`src/hw/spc_map.vh`:
```
// constants for the serial port mode and baud configuration block
// Function
// - mode byte holds sync/async, rate factor, length, stop bits, parity select and enable
// - mode bits 1:0 both zero select synchronous, otherwise asynchronous
// - in asynchronous format mode bits 1:0 also encode the rate factor
// - asynchronous bit rate equals bit clock input divided by the rate factor
// - software picks factor 1, 16 or 64; device divides the bit clock to match
// - lowest tap runs at 4.8 kHz, or 6.98 kHz with the slow-line option
// - 6.98 kHz tap with factor 64 gives about 110 bits per second
// - transmitter sends nothing unless active-low clear-to-send is low
// - received characters shorter than eight bits have unused upper bits zero
// - transmit and receive clocks each choose internal tap or external clock
// - shared line routed to data-set-ready cannot serve as external transmit clock
// - in current-loop mode the reader control line follows a modem-control output
`ifndef SPC_MAP_VH
`define SPC_MAP_VH
`define SPC_CLK_HZ 200000000
`define SPC_TAP_LO_HZ 4800
`define SPC_TAP_SLOW_HZ 6980
`define SPC_NUM_TAPS 7
`define SPC_MODE_SYNC 2'h0
`define SPC_MODE_X1 2'h1
`define SPC_MODE_X16 2'h2
`define SPC_MODE_X64 2'h3
`define SPC_FACTOR_16 7'h10
`define SPC_FACTOR_64 7'h40
`define SPC_FACTOR_1 7'h01
`define SPC_CMD_TXEN 0
`define SPC_CMD_DTR 1
`define SPC_CMD_RXEN 2
`define SPC_CMD_RTS 5
`define SPC_CMD_IRESET 6
`define SPC_MODE_LEN_LO 2
`define SPC_MODE_PEN 4
`define SPC_MODE_EVEN 5
`define SPC_MODE_STOP_LO 6
`define SPC_MODE_RST 8'h00
`define SPC_CMD_RST 8'h00
`endif

```
`src/hw/spc_buf2.v`:
```
// two-entry valid/ready buffer for received characters
`timescale 1ns/100ps
module spc_buf2 #(
	parameter W = 8
) (
	input wire clk,
	input wire rst,
	input wire [W-1:0] in_data,
	input wire in_valid,
	output wire in_ready,
	output wire [W-1:0] out_data,
	output wire out_valid,
	input wire out_ready
);
	reg [W-1:0] mem_r [0:1];
	reg wp_r;
	reg rp_r;
	reg [1:0] cnt_r;
	wire push = in_valid && (cnt_r != 2'h2);
	wire pop = out_ready && (cnt_r != 2'h0);
	assign in_ready = (cnt_r != 2'h2);
	assign out_valid = (cnt_r != 2'h0);
	assign out_data = mem_r[rp_r];
	always @(posedge clk or posedge rst) begin
		if (rst) begin
			wp_r <= 1'b0;
			rp_r <= 1'b0;
			cnt_r <= 2'h0;
			mem_r[0] <= {W{1'b0}};
			mem_r[1] <= {W{1'b0}};
		end else begin
			if (push) begin
				mem_r[wp_r] <= in_data;
				wp_r <= ~wp_r;
			end
			if (pop)
				rp_r <= ~rp_r;
			if (push && !pop)
				cnt_r <= cnt_r + 2'h1;
			else if (pop && !push)
				cnt_r <= cnt_r - 2'h1;
		end
	end
endmodule

```
`src/hw/spc_core.v`:
```
// serial port: mode/command bytes, tap divider, clock select, async tx and rx
`timescale 1ns/100ps
`include "spc_map.vh"
module spc_core #(
	parameter CLK_HZ = `SPC_CLK_HZ,
	parameter TOP_HZ = `SPC_TAP_LO_HZ * 64,
	parameter SLOW_TOP_HZ = `SPC_TAP_SLOW_HZ * 64
) (
	input wire clk,
	input wire rst,
	input wire [7:0] ctl_data,
	input wire ctl_wr,
	input wire [2:0] tap_sel,
	input wire slow_line_sel,
	input wire tx_ext_sel,
	input wire rx_ext_sel,
	input wire shared_to_dsr,
	input wire current_loop,
	input wire tx_bit_clock_in,
	input wire rx_bit_clock_in,
	input wire [7:0] tx_data,
	input wire tx_valid,
	output reg tx_ready_r,
	output reg txd_r,
	input wire rxd,
	input wire cts_n,
	output reg rts_n_r,
	output reg dtr_n_r,
	output reg reader_ctl_r,
	output reg [7:0] rx_data_r,
	output reg rx_valid_r,
	input wire rx_ready,
	output reg mode_async_r,
	output reg mode_done_r
);
	localparam [31:0] HALF_TOP = CLK_HZ / (2 * TOP_HZ);
	localparam [31:0] HALF_SLOW = CLK_HZ / (2 * SLOW_TOP_HZ);
	localparam ST_IDLE = 2'h0;
	localparam ST_SHIFT = 2'h1;
	reg [7:0] mode_r;
	reg [7:0] cmd_r;
	reg [31:0] src_cnt_r;
	reg src_r;
	reg [`SPC_NUM_TAPS-1:0] tap_r;
	reg [2:0] s_txc_r, s_rxc_r, s_rxd_r, s_cts_r;
	reg tick_tx_prev_r, tick_rx_prev_r;
	reg [6:0] tx_div_r, rx_div_r;
	reg [1:0] tx_st_r;
	reg [10:0] tx_sh_r;
	reg [3:0] tx_n_r;
	reg [1:0] rx_st_r;
	reg [7:0] rx_sh_r;
	reg [3:0] rx_n_r;
	reg [7:0] bw_data_r;
	reg bw_valid_r;
	wire bw_ready;
	wire [7:0] b_data;
	wire b_valid;
	// both mode bits zero means synchronous
	wire is_sync = (mode_r[1:0] == `SPC_MODE_SYNC);
	wire [6:0] factor = (mode_r[1:0] == `SPC_MODE_X64) ? `SPC_FACTOR_64 :
		(mode_r[1:0] == `SPC_MODE_X16) ? `SPC_FACTOR_16 : `SPC_FACTOR_1;
	wire [3:0] nbits = 4'h5 + {2'h0, mode_r[3:2]};
	// tap 0 is the fastest, each higher tap half the rate of the one below
	wire tap_clk = tap_r[tap_sel];
	// external transmit clock unusable while shared line feeds data-set-ready
	wire tx_src = (tx_ext_sel && !shared_to_dsr) ? s_txc_r[2] : tap_clk;
	wire rx_src = rx_ext_sel ? s_rxc_r[2] : tap_clk;
	wire tx_edge = tx_src && !tick_tx_prev_r;
	wire rx_edge = rx_src && !tick_rx_prev_r;
	wire tx_bit = tx_edge && (tx_div_r == factor - 7'h1);
	wire rx_half = rx_edge && (rx_div_r == (factor >> 1));
	wire rx_bit = rx_edge && (rx_div_r == factor - 7'h1);
	wire par_tx = ^(tx_data & ~(8'hff << nbits)) ^ ~mode_r[`SPC_MODE_EVEN];
	spc_buf2 #(.W(8)) u_buf (
		.clk(clk),
		.rst(rst),
		.in_data(bw_data_r),
		.in_valid(bw_valid_r),
		.in_ready(bw_ready),
		.out_data(b_data),
		.out_valid(b_valid),
		.out_ready(!rx_valid_r)
	);
	// control bytes: first after reset or after an internal-reset command is mode, later ones are commands
	always @(posedge clk or posedge rst) begin
		if (rst) begin
			mode_r <= `SPC_MODE_RST;
			cmd_r <= `SPC_CMD_RST;
			mode_done_r <= 1'b0;
			mode_async_r <= 1'b0;
		end else if (ctl_wr) begin
			if (!mode_done_r) begin
				mode_r <= ctl_data;
				mode_done_r <= 1'b1;
				mode_async_r <= (ctl_data[1:0] != `SPC_MODE_SYNC);
			end else if (ctl_data[`SPC_CMD_IRESET]) begin
				mode_done_r <= 1'b0;
				cmd_r <= `SPC_CMD_RST;
			end else begin
				cmd_r <= ctl_data;
			end
		end
	end
	// common source and divide-by-two tap chain
	always @(posedge clk or posedge rst) begin
		if (rst) begin
			src_cnt_r <= 32'h0;
			src_r <= 1'b0;
			tap_r <= {`SPC_NUM_TAPS{1'b0}};
		end else begin
			if (src_cnt_r >= (slow_line_sel ? HALF_SLOW : HALF_TOP) - 32'h1) begin
				src_cnt_r <= 32'h0;
				src_r <= ~src_r;
				tap_r <= tap_r + {{(`SPC_NUM_TAPS-1){1'b0}}, 1'b1};
			end else begin
				src_cnt_r <= src_cnt_r + 32'h1;
			end
		end
	end
	// pin synchronisers and modem outputs
	always @(posedge clk or posedge rst) begin
		if (rst) begin
			s_txc_r <= 3'h0;
			s_rxc_r <= 3'h0;
			s_rxd_r <= 3'h7;
			s_cts_r <= 3'h7;
			tick_tx_prev_r <= 1'b0;
			tick_rx_prev_r <= 1'b0;
			rts_n_r <= 1'b1;
			dtr_n_r <= 1'b1;
			reader_ctl_r <= 1'b1;
		end else begin
			s_txc_r <= {s_txc_r[1:0], tx_bit_clock_in};
			s_rxc_r <= {s_rxc_r[1:0], rx_bit_clock_in};
			s_rxd_r <= {s_rxd_r[1:0], rxd};
			s_cts_r <= {s_cts_r[1:0], cts_n};
			tick_tx_prev_r <= tx_src;
			tick_rx_prev_r <= rx_src;
			rts_n_r <= ~cmd_r[`SPC_CMD_RTS];
			dtr_n_r <= ~cmd_r[`SPC_CMD_DTR];
			reader_ctl_r <= current_loop ? ~cmd_r[`SPC_CMD_DTR] : 1'b1;
		end
	end
	// transmitter
	always @(posedge clk or posedge rst) begin
		if (rst) begin
			tx_st_r <= ST_IDLE;
			tx_sh_r <= 11'h7ff;
			tx_n_r <= 4'h0;
			tx_div_r <= 7'h0;
			txd_r <= 1'b1;
			tx_ready_r <= 1'b0;
		end else begin
			if (tx_edge)
				tx_div_r <= (tx_div_r == factor - 7'h1) ? 7'h0 : tx_div_r + 7'h1;
			tx_ready_r <= 1'b0;
			case (tx_st_r)
			ST_IDLE: begin
				txd_r <= 1'b1;
				if (tx_valid && mode_done_r && cmd_r[`SPC_CMD_TXEN] && !s_cts_r[2]) begin
					tx_ready_r <= 1'b1;
					tx_sh_r <= {2'h3, par_tx, tx_data};
					tx_n_r <= 4'h0;
					tx_div_r <= 7'h0;
					tx_st_r <= ST_SHIFT;
					txd_r <= 1'b0;
				end
			end
			ST_SHIFT: begin
				if (tx_bit) begin
					if (tx_n_r == nbits + {3'h0, mode_r[`SPC_MODE_PEN]} +
						{3'h0, mode_r[`SPC_MODE_STOP_LO + 1]}) begin
						tx_st_r <= ST_IDLE;
						txd_r <= 1'b1;
					end else begin
						if (tx_n_r < nbits)
							txd_r <= tx_sh_r[tx_n_r[2:0]];
						else if (tx_n_r == nbits && mode_r[`SPC_MODE_PEN])
							txd_r <= tx_sh_r[8];
						else
							txd_r <= 1'b1;
						tx_n_r <= tx_n_r + 4'h1;
					end
				end
			end
			default: tx_st_r <= ST_IDLE;
			endcase
		end
	end
	// receiver, samples at mid bit
	always @(posedge clk or posedge rst) begin
		if (rst) begin
			rx_st_r <= ST_IDLE;
			rx_sh_r <= 8'h0;
			rx_n_r <= 4'h0;
			rx_div_r <= 7'h0;
			bw_data_r <= 8'h0;
			bw_valid_r <= 1'b0;
		end else begin
			if (rx_edge)
				rx_div_r <= (rx_div_r == factor - 7'h1) ? 7'h0 : rx_div_r + 7'h1;
			if (bw_valid_r && bw_ready)
				bw_valid_r <= 1'b0;
			case (rx_st_r)
			ST_IDLE: begin
				if (!s_rxd_r[2] && mode_done_r && cmd_r[`SPC_CMD_RXEN]) begin
					rx_div_r <= 7'h0;
					rx_n_r <= 4'h0;
					rx_sh_r <= 8'h0;
					rx_st_r <= ST_SHIFT;
				end
			end
			ST_SHIFT: begin
				if (is_sync ? rx_bit : rx_half) begin
					if (rx_n_r == nbits + 4'h1) begin
						// short characters keep zero in unused upper bits
						bw_data_r <= rx_sh_r & ~(8'hff << nbits);
						bw_valid_r <= 1'b1;
						rx_st_r <= ST_IDLE;
					end else begin
						// first sample is the start bit and is not stored
						if (rx_n_r != 4'h0)
							rx_sh_r[rx_n_r[2:0] - 3'h1] <= s_rxd_r[2];
						rx_n_r <= rx_n_r + 4'h1;
					end
				end
			end
			default: rx_st_r <= ST_IDLE;
			endcase
		end
	end
	// output register ahead of the consumer
	always @(posedge clk or posedge rst) begin
		if (rst) begin
			rx_data_r <= 8'h0;
			rx_valid_r <= 1'b0;
		end else if (rx_valid_r) begin
			if (rx_ready)
				rx_valid_r <= 1'b0;
		end else if (b_valid) begin
			rx_data_r <= b_data;
			rx_valid_r <= 1'b1;
		end
	end
endmodule

```
`config.mk`:
```
export PLATFORM = sky130hd
export DESIGN_NAME = spc_core
export DESIGN_NICKNAME = d
export VERILOG_FILES = /design/src/hw/spc_buf2.v /design/src/hw/spc_core.v
export VERILOG_INCLUDE_DIRS = /design/src /design/src/hw
export SDC_FILE = /design/constraint.sdc
export NUM_CORES = 1
export LEC_CHECK = 0
export BUFFER_PORTS_ARGS = -buffer_cell sky130_fd_sc_hd__buf_2
export CORE_MARGIN = 1
export CORE_UTILIZATION = 65
export CTS_BUF_LIST = sky130_fd_sc_hd__clkbuf_4
export DETAILED_ROUTE_END_ITERATION = 8
export PLACE_DENSITY = 0.85
export SYNTH_ARGS = -nofsm -noshare
export SYNTH_HDL_FRONTEND = slang
export SYNTH_SLANG_ARGS = --single-unit
```
`constraint.sdc`:
```
create_clock -name clk -period 10.41 [get_ports clk]
set_clock_uncertainty 0.1 [all_clocks]
set_input_delay 2.082 -clock clk [delete_from_list [all_inputs] [get_ports clk]]
set_output_delay 2.082 -clock clk [all_outputs]
set_load 0.02 [all_outputs]
```
Word-level counts from Yosys, hierarchy flattened
Cells that the tools add are included.
Storage, ports and cells
  register bits after elaboration: 155
  input bits: 33
  output and inout bits: 16
  word-level logic and storage cells: 209
Operators by class
  add/sub/neg operators: 15
  order comparisons: 9
  eq/ne operators: 20
  shift operators: 1
  mux-type cells: 70
  bitwise gates (word level): 13
  reductions and logical operators: 47
Operator list (number)
  2-to-1 mux 8 bit: 8
  2-to-1 mux 7 bit: 9
  adder 32 x 1 -> 32 bit, second input constant: 1
  greater-or-equal comparator 32 bit: 1
  2-to-1 mux 32 bit: 1
  2-to-1 mux 4 bit: 6
  2-to-1 mux 1 bit: 23
  adder 7 x 1 -> 7 bit, second input constant: 3
  inequality test 2 bit, second input constant: 10
  logical AND 1 bit: 18
  bitwise AND 8 bit: 2
  bitwise mux 16 bit: 1
  2-to-1 mux 2 bit: 8
  one-hot mux 4 bit (2 select lines): 2
  one-hot mux 8 bit (2 select lines): 1
  equality test 7 bit: 2
  adder 4 x 1 -> 4 bit, second input constant: 3
  equality test 4 bit: 3
  AND reduction 2 bit: 5
  nonzero test 2 bit: 5
  subtractor 9 x 1 -> 10 bit, second input constant: 1
  2-to-1 mux 9 bit: 1
  AND reduction 3 bit: 3
  adder 4 x 1 -> 4 bit: 2
  33 further kinds: 56

Depth between registers and ports, before layout
  depth after elaboration: 10
  depth in mapped cells: 10

Hierarchy
From an unflattened synthesis, not the netlist that was laid out.
Second synthesis, totals
  cells, all modules: 605
  area, all modules: 6976.7 um^2
Modules (own cells, without submodules)
  spc_core: instances 1, cells each 545, area each 6042.0 um^2
  spc_buf2: instances 1, cells each 60, area each 934.6 um^2

Least setup slack after synthesis
OpenSTA, ideal clock, no wires.
  kind: in2reg
  start: input tap_sel[0]
  end: register tx_div_r[6]
  data arrival time: 3.582 ns
  data required time: 10.232 ns
  slack: 6.651 ns
  stages: 6
  buffers on the path: 0
  cells stage by stage: mux2i_1 -> a22o_1 -> a2111oi_4 -> nand4_2 -> or3_1 -> a21oi_1
Between the ends
  word-level cells in the longest chain between the ends: 7
Ends and longest elaborated chain
  from (decl): line spc_core.v:13  | input wire [2:0] tap_sel,
  binary-select mux 1 bit (select 3 bit) (*): line spc_core.v:65  | wire tap_clk = tap_r[tap_sel];
  2-to-1 mux 1 bit (implied by the code) (*): line spc_core.v:65
  2-to-1 mux 1 bit (*): line spc_core.v:67  | wire tx_src = (tx_ext_sel && !shared_to_dsr) ? s_txc_r[2] : tap_clk;
  logical AND 1 bit (*): line spc_core.v:69  | wire tx_edge = tx_src && !tick_tx_prev_r;
  2-to-1 mux 7 bit (*): line spc_core.v:155  | if (tx_edge)
  2-to-1 mux 7 bit: line spc_core.v:161  | if (tx_valid && mode_done_r && cmd_r[`SPC_CMD_TXEN] && !s_cts_r[2]) begin
  2-to-1 mux 7 bit (*): line spc_core.v:158  | case (tx_st_r)
  to (signal assigned): line spc_core.v:156  | tx_div_r <= (tx_div_r == factor - 7'h1) ? 7'h0 : tx_div_r + 7'h1;
  to (decl): line spc_core.v:47  | reg [6:0] tx_div_r, rx_div_r;
Mark *: on every way between the ends. The rest lies on a longest branch, timed or not. The select of a mux whose other input is x is not followed.
A chain may end at the register's enable or synchronous reset.

Worst setup path after layout
  start: input tap_sel[0]
  end: register rx_sh_r[5]
Between the ends
  word-level cells in the longest chain between the ends: 8
Ends and longest elaborated chain
  binary-select mux 1 bit (select 3 bit) (*): line spc_core.v:65
  2-to-1 mux 1 bit (implied by the code) (*): line spc_core.v:65
  2-to-1 mux 1 bit (*): line spc_core.v:68  | wire rx_src = rx_ext_sel ? s_rxc_r[2] : tap_clk;
  logical AND 1 bit (*): line spc_core.v:70  | wire rx_edge = rx_src && !tick_rx_prev_r;
  logical AND 1 bit (on tied branches): line spc_core.v:72, spc_core.v:73
  2-to-1 mux 1 bit (*): line spc_core.v:215  | if (is_sync ? rx_bit : rx_half) begin
  inequality test 2 bit (no source line) (*)
  AND reduction 5 bit (no source line) (*)
  to (signal, indexed assignment): line spc_core.v:224  | rx_sh_r[rx_n_r[2:0] - 3'h1] <= s_rxd_r[2];
  to (decl): line spc_core.v:52  | reg [7:0] rx_sh_r;
Marked as above.

==> impl_summary.md <==
Placement
At the end of routability-driven placement, the weighted congestion stood at 0.868. The number of port buffers is 48. The placed wire-length estimate is 8660 um. Once placement finished, the instance area stood at 7260 um^2.

Layout
The share of final-layout standard cells stronger than drive strength 1 is 20.4%. The cell area after layout is 7560 um^2. Across the whole layout, storage elements account for 3780 um^2.

The final-layout fill cell count is 693. The area overhead of the layout relative to synthesis is 10.7%. The multi-input combinational cells in the finished layout cover a total of 2960 um^2. For this run, the post-layout net count is 727.

Routing
The via total after detailed routing is 4657. The antenna violation net count after detailed routing is 0. The mean routed wirelength per cell is 15.2 um. After the first detailed-routing iteration, the DRC count stood at 266. The first TritonRoute pass finished after 4 iterations.

The total detailed-routing wirelength is 12400 um. Using the TritonRoute via totals, the vias-per-cell ratio works out to 5.70. The detailed-route DRC error count is 0.

Setup path
The worst register-to-register path begins at mode_r[2]. Across all register-to-register paths, the minimum setup slack is 7160 ps. The number of cells on the worst reg-to-reg path is 9.

STA puts the critical path data arrival time at 4200 ps. The worst setup path is captured at a flop. The worst register-to-register path ends at rx_n_r[3].

By startpoint and endpoint, the worst setup path is classified as in -> reg. The required time of the worst setup path is 10770 ps. Of all nets on the critical path, the largest fanout is 11. The worst setup path is launched from a primary input.

Clocking
The TritonCTS clock tree is built. The total of hold buffers inserted after clock tree synthesis is 0. Clock tree synthesis selected as its root buffer the cell sky130_fd_sc_hd__clkbuf_4. The H-tree generated during clock tree synthesis spans 4 levels. Post-CTS repair changed the size of 0 cells. The clock buffer count from CTS is 17. The clock edge transition at the registers on the reported setup and hold paths is 130 ps. The number of sinks handled by clock tree synthesis is 150. At the later pin of the worst-skew pair, clock insertion delay measures 550 ps.

The clock passes through at most 2 buffers. The number of post-CTS setup repair buffers is 0.

Yosys
In the synthesized netlist, mux cells make up 8.34% of the area. The Yosys step of the flow raised 0 warnings. After synthesis, the most frequently instantiated cells are 131 x sky130_fd_sc_hd__dfrtp_1, 55 x sky130_fd_sc_hd__nand2_1, 46 x sky130_fd_sc_hd__o21ai_0.

Counting flops with a built-in enable in the synthesized netlist gives 0. The leading area contributor after synthesis is sky130_fd_sc_hd__dfrtp_1. The simple-gate share of the synthesized area is 13.5%. The post-synthesis instance area is 6830 um^2. The register bit count reported by yosys is 150. After synthesis, the largest family of logic cells by area is simple AND/OR/NAND/NOR gates. Counting distinct cell types in the post-synthesis netlist gives 56. Among all flip-flop cells after synthesis, the most frequent one is sky130_fd_sc_hd__dfrtp_1. In the post-synthesis netlist, the biggest area contributors are sky130_fd_sc_hd__dfrtp_1 48%, sky130_fd_sc_hd__dfstp_2 7.3%, sky130_fd_sc_hd__mux2_2 5.8%.

The XOR/XNOR share of the synthesized area is 5.99%. The most common cell in the synthesized netlist is sky130_fd_sc_hd__dfrtp_1. Of the total synthesized cell area, the portion taken by full adders, half adders and majority gates is 4.99%. The average instance in the mapped netlist occupies 11.5 um^2. Counting flops with an async set or reset pin after synthesis yields a share of 100%.

Synthesis produced a netlist whose cell count is 595. Of the post-synthesis cell area, the dominant cell type holds 48.0%. The compound-cell area share of the yosys netlist is 9.39%. Summing the sequential cell areas from Yosys gives 55.3% of the chip area.

Power
The worst vdd rail ir drop is 0.142 mV. Of the total power, combinational logic draws 26.9%. For this design the total switching power over the nets is 560 uW. The power density of the placed cells is 214 nW/um^2. Per report_power, the sequential group accounts for 50.1% of the total. The overall power of the completed layout is 1620 uW.

The leakage power summed over all cells is 0.00352 uW. Net switching is 34.7% of the power. The part of the total power dissipated in the clock network is 23.1%. Internal power comes to 1050 uW.

Floorplan
The total I/O pin count is 49. The total number of placement rows is 37. The y dimension of the die is 104 um. The chip width is 104 um.

The die outline area is 10900 um^2. The initial utilization of the core area, before any placement, comes to 66.7%. The total area inside the core boundary comes to 10200 um^2.

Min path
Counting instances, the worst hold path has a depth of 0. For hold timing, the worst endpoint is s_rxc_r[1]. The min-delay analysis places its worst path in the category reg -> reg. The launch point of the worst hold path is s_rxc_r[0].

Global routing
The initial antenna violation count was 1. The global-route wire length before repair is 21800 um. The global router's overall resource usage is 25.4%. The number of global-route vias before repair is 4746. The sum of overflow across all layers after global routing is 0. Entering global routing, the biggest net connects 81 pins.

STA
The clock period could shrink to 3840 ps. The tightest hold path in the finished design has a slack of 263 ps. The final-report hold violation count is 0.

Setup repair after global routing left no endpoint under its margin. The number of setup violations in the final report is 0. The worst slew margin relative to its limit is 22.3%.

Static timing analysis puts the maximum clock frequency at 260 MHz. In the finished design, the share of the clock period the worst path needs comes to 36.9%. The total negative slack is 0 ps. The number of slew-limit violations in the final report is 0. The transition at the pin with the smallest max-transition slack is 1160 ps.

Flow run
The count of max-cap constraint violations is 0.

Run status
The run finished with clean final reports.
## layer usage
metal	track usage [%]	share of wire, %	vias up
met4	12.4	2.4	0
met1	31.8	43	2276
met3	5.14	3.9	31
met5	0	0	-
li1	-	-	2217
met2	42.1	50	133
## stage by stage
| stage | utilization [%] | worst slack [ps] | cells |
|---|---|---|---|
| CTS | 73.9 | 6630 | 816 |
| floorplan | - | 4220 | 616 |
| global route | 73.9 | 6350 | 817 |
| global placement | 71.0 | 6250 | 785 |
| finish | 73.9 | 6570 | 817 |
| detailed placement | 71.0 | 6080 | 785 |
## registers in the layout, summed over array words and instances (netlist names), 8 cells and up
register	count
tx_sh_r	9
u_buf.mem_r	16
bw_data_r	8
rx_data_r	8
rx_sh_r	8
src_cnt_r	32
## placed cells by master (no fill, tap or decap), drive strengths merged, types with 4 or more instances in the layout
master | netlist | final
nor2b | 6 | 6
nor2 | 39 | 39
buf | 2 | 49
clkbuf | 14 | 18
ha | 24 | 24
and3 | 7 | 7
dfrtp | 131 | 131
mux2 | 35 | 35
nand2b | 12 | 12
and4 | 4 | 4
nand4 | 13 | 13
dfstp | 19 | 19
o21ai | 47 | 47
nand3 | 21 | 21
a41o | 7 | 7
inv | 27 | 29
nor3 | 4 | 4
nand2 | 55 | 55
conb | 1 | 22
a21oi | 13 | 13
clkinv | 0 | 6
xor2 | 18 | 18
nor4 | 6 | 6
xnor2 | 26 | 26
mux2i | 13 | 13
or3 | 6 | 6
## layout make-up
| class | instances | area share (%) |
|---|---|---|
| tap | 136 | 2.25 |
| antenna | 1 | 0.0331 |
| multi-input combinational | 423 | 39.2 |
| inverter | 27 | 1.41 |
| clock inverter | 13 | 2.07 |
| clock buffer | 18 | 1.79 |
| timing repair buffer | 49 | 3.28 |
| sequential | 150 | 50.0 |
## critical path, stage by stage
cell	delay, ps
sky130_fd_sc_hd__buf_2	140
sky130_fd_sc_hd__mux2i_1	150
sky130_fd_sc_hd__a22oi_1	310
sky130_fd_sc_hd__o2111ai_1	360
sky130_fd_sc_hd__nor2_1	650
sky130_fd_sc_hd__nand3_1	250
sky130_fd_sc_hd__o21ai_0	260
## kinds of logic after synthesis
logic type,Yosys count
buf+inv,43
mux,50
other cells,1
compound gates,96
flops,150
simple gates,184
fa+ha+maj,26
xor+xnor,45
## worst max-delay path by stage
stage | start | endpoint | depth (start not counted)
6_report | tap_sel[0] | rx_sh_r[5] | 7
5_1_grt | tap_sel[0] | rx_sh_r[6] | 7
4_1_cts | tap_sel[0] | rx_sh_r[5] | 7
3_5_place_dp | tap_sel[0] | rx_sh_r[5] | 7
3_3_place_gp | tap_sel[2] | rx_sh_r[5] | 7
2_1_floorplan | rst | bw_data_r[0] | 1
## power by group through the flow
stage	logic (uW)	registers [uW]	clock network, uW
floorplan	353	778	0
CTS	435	807	379
global placement	399	809	0
global route	489	825	402
finish	434	809	373
detailed placement	430	819	0
No activity file was read; power rests on OpenSTA's default activity.
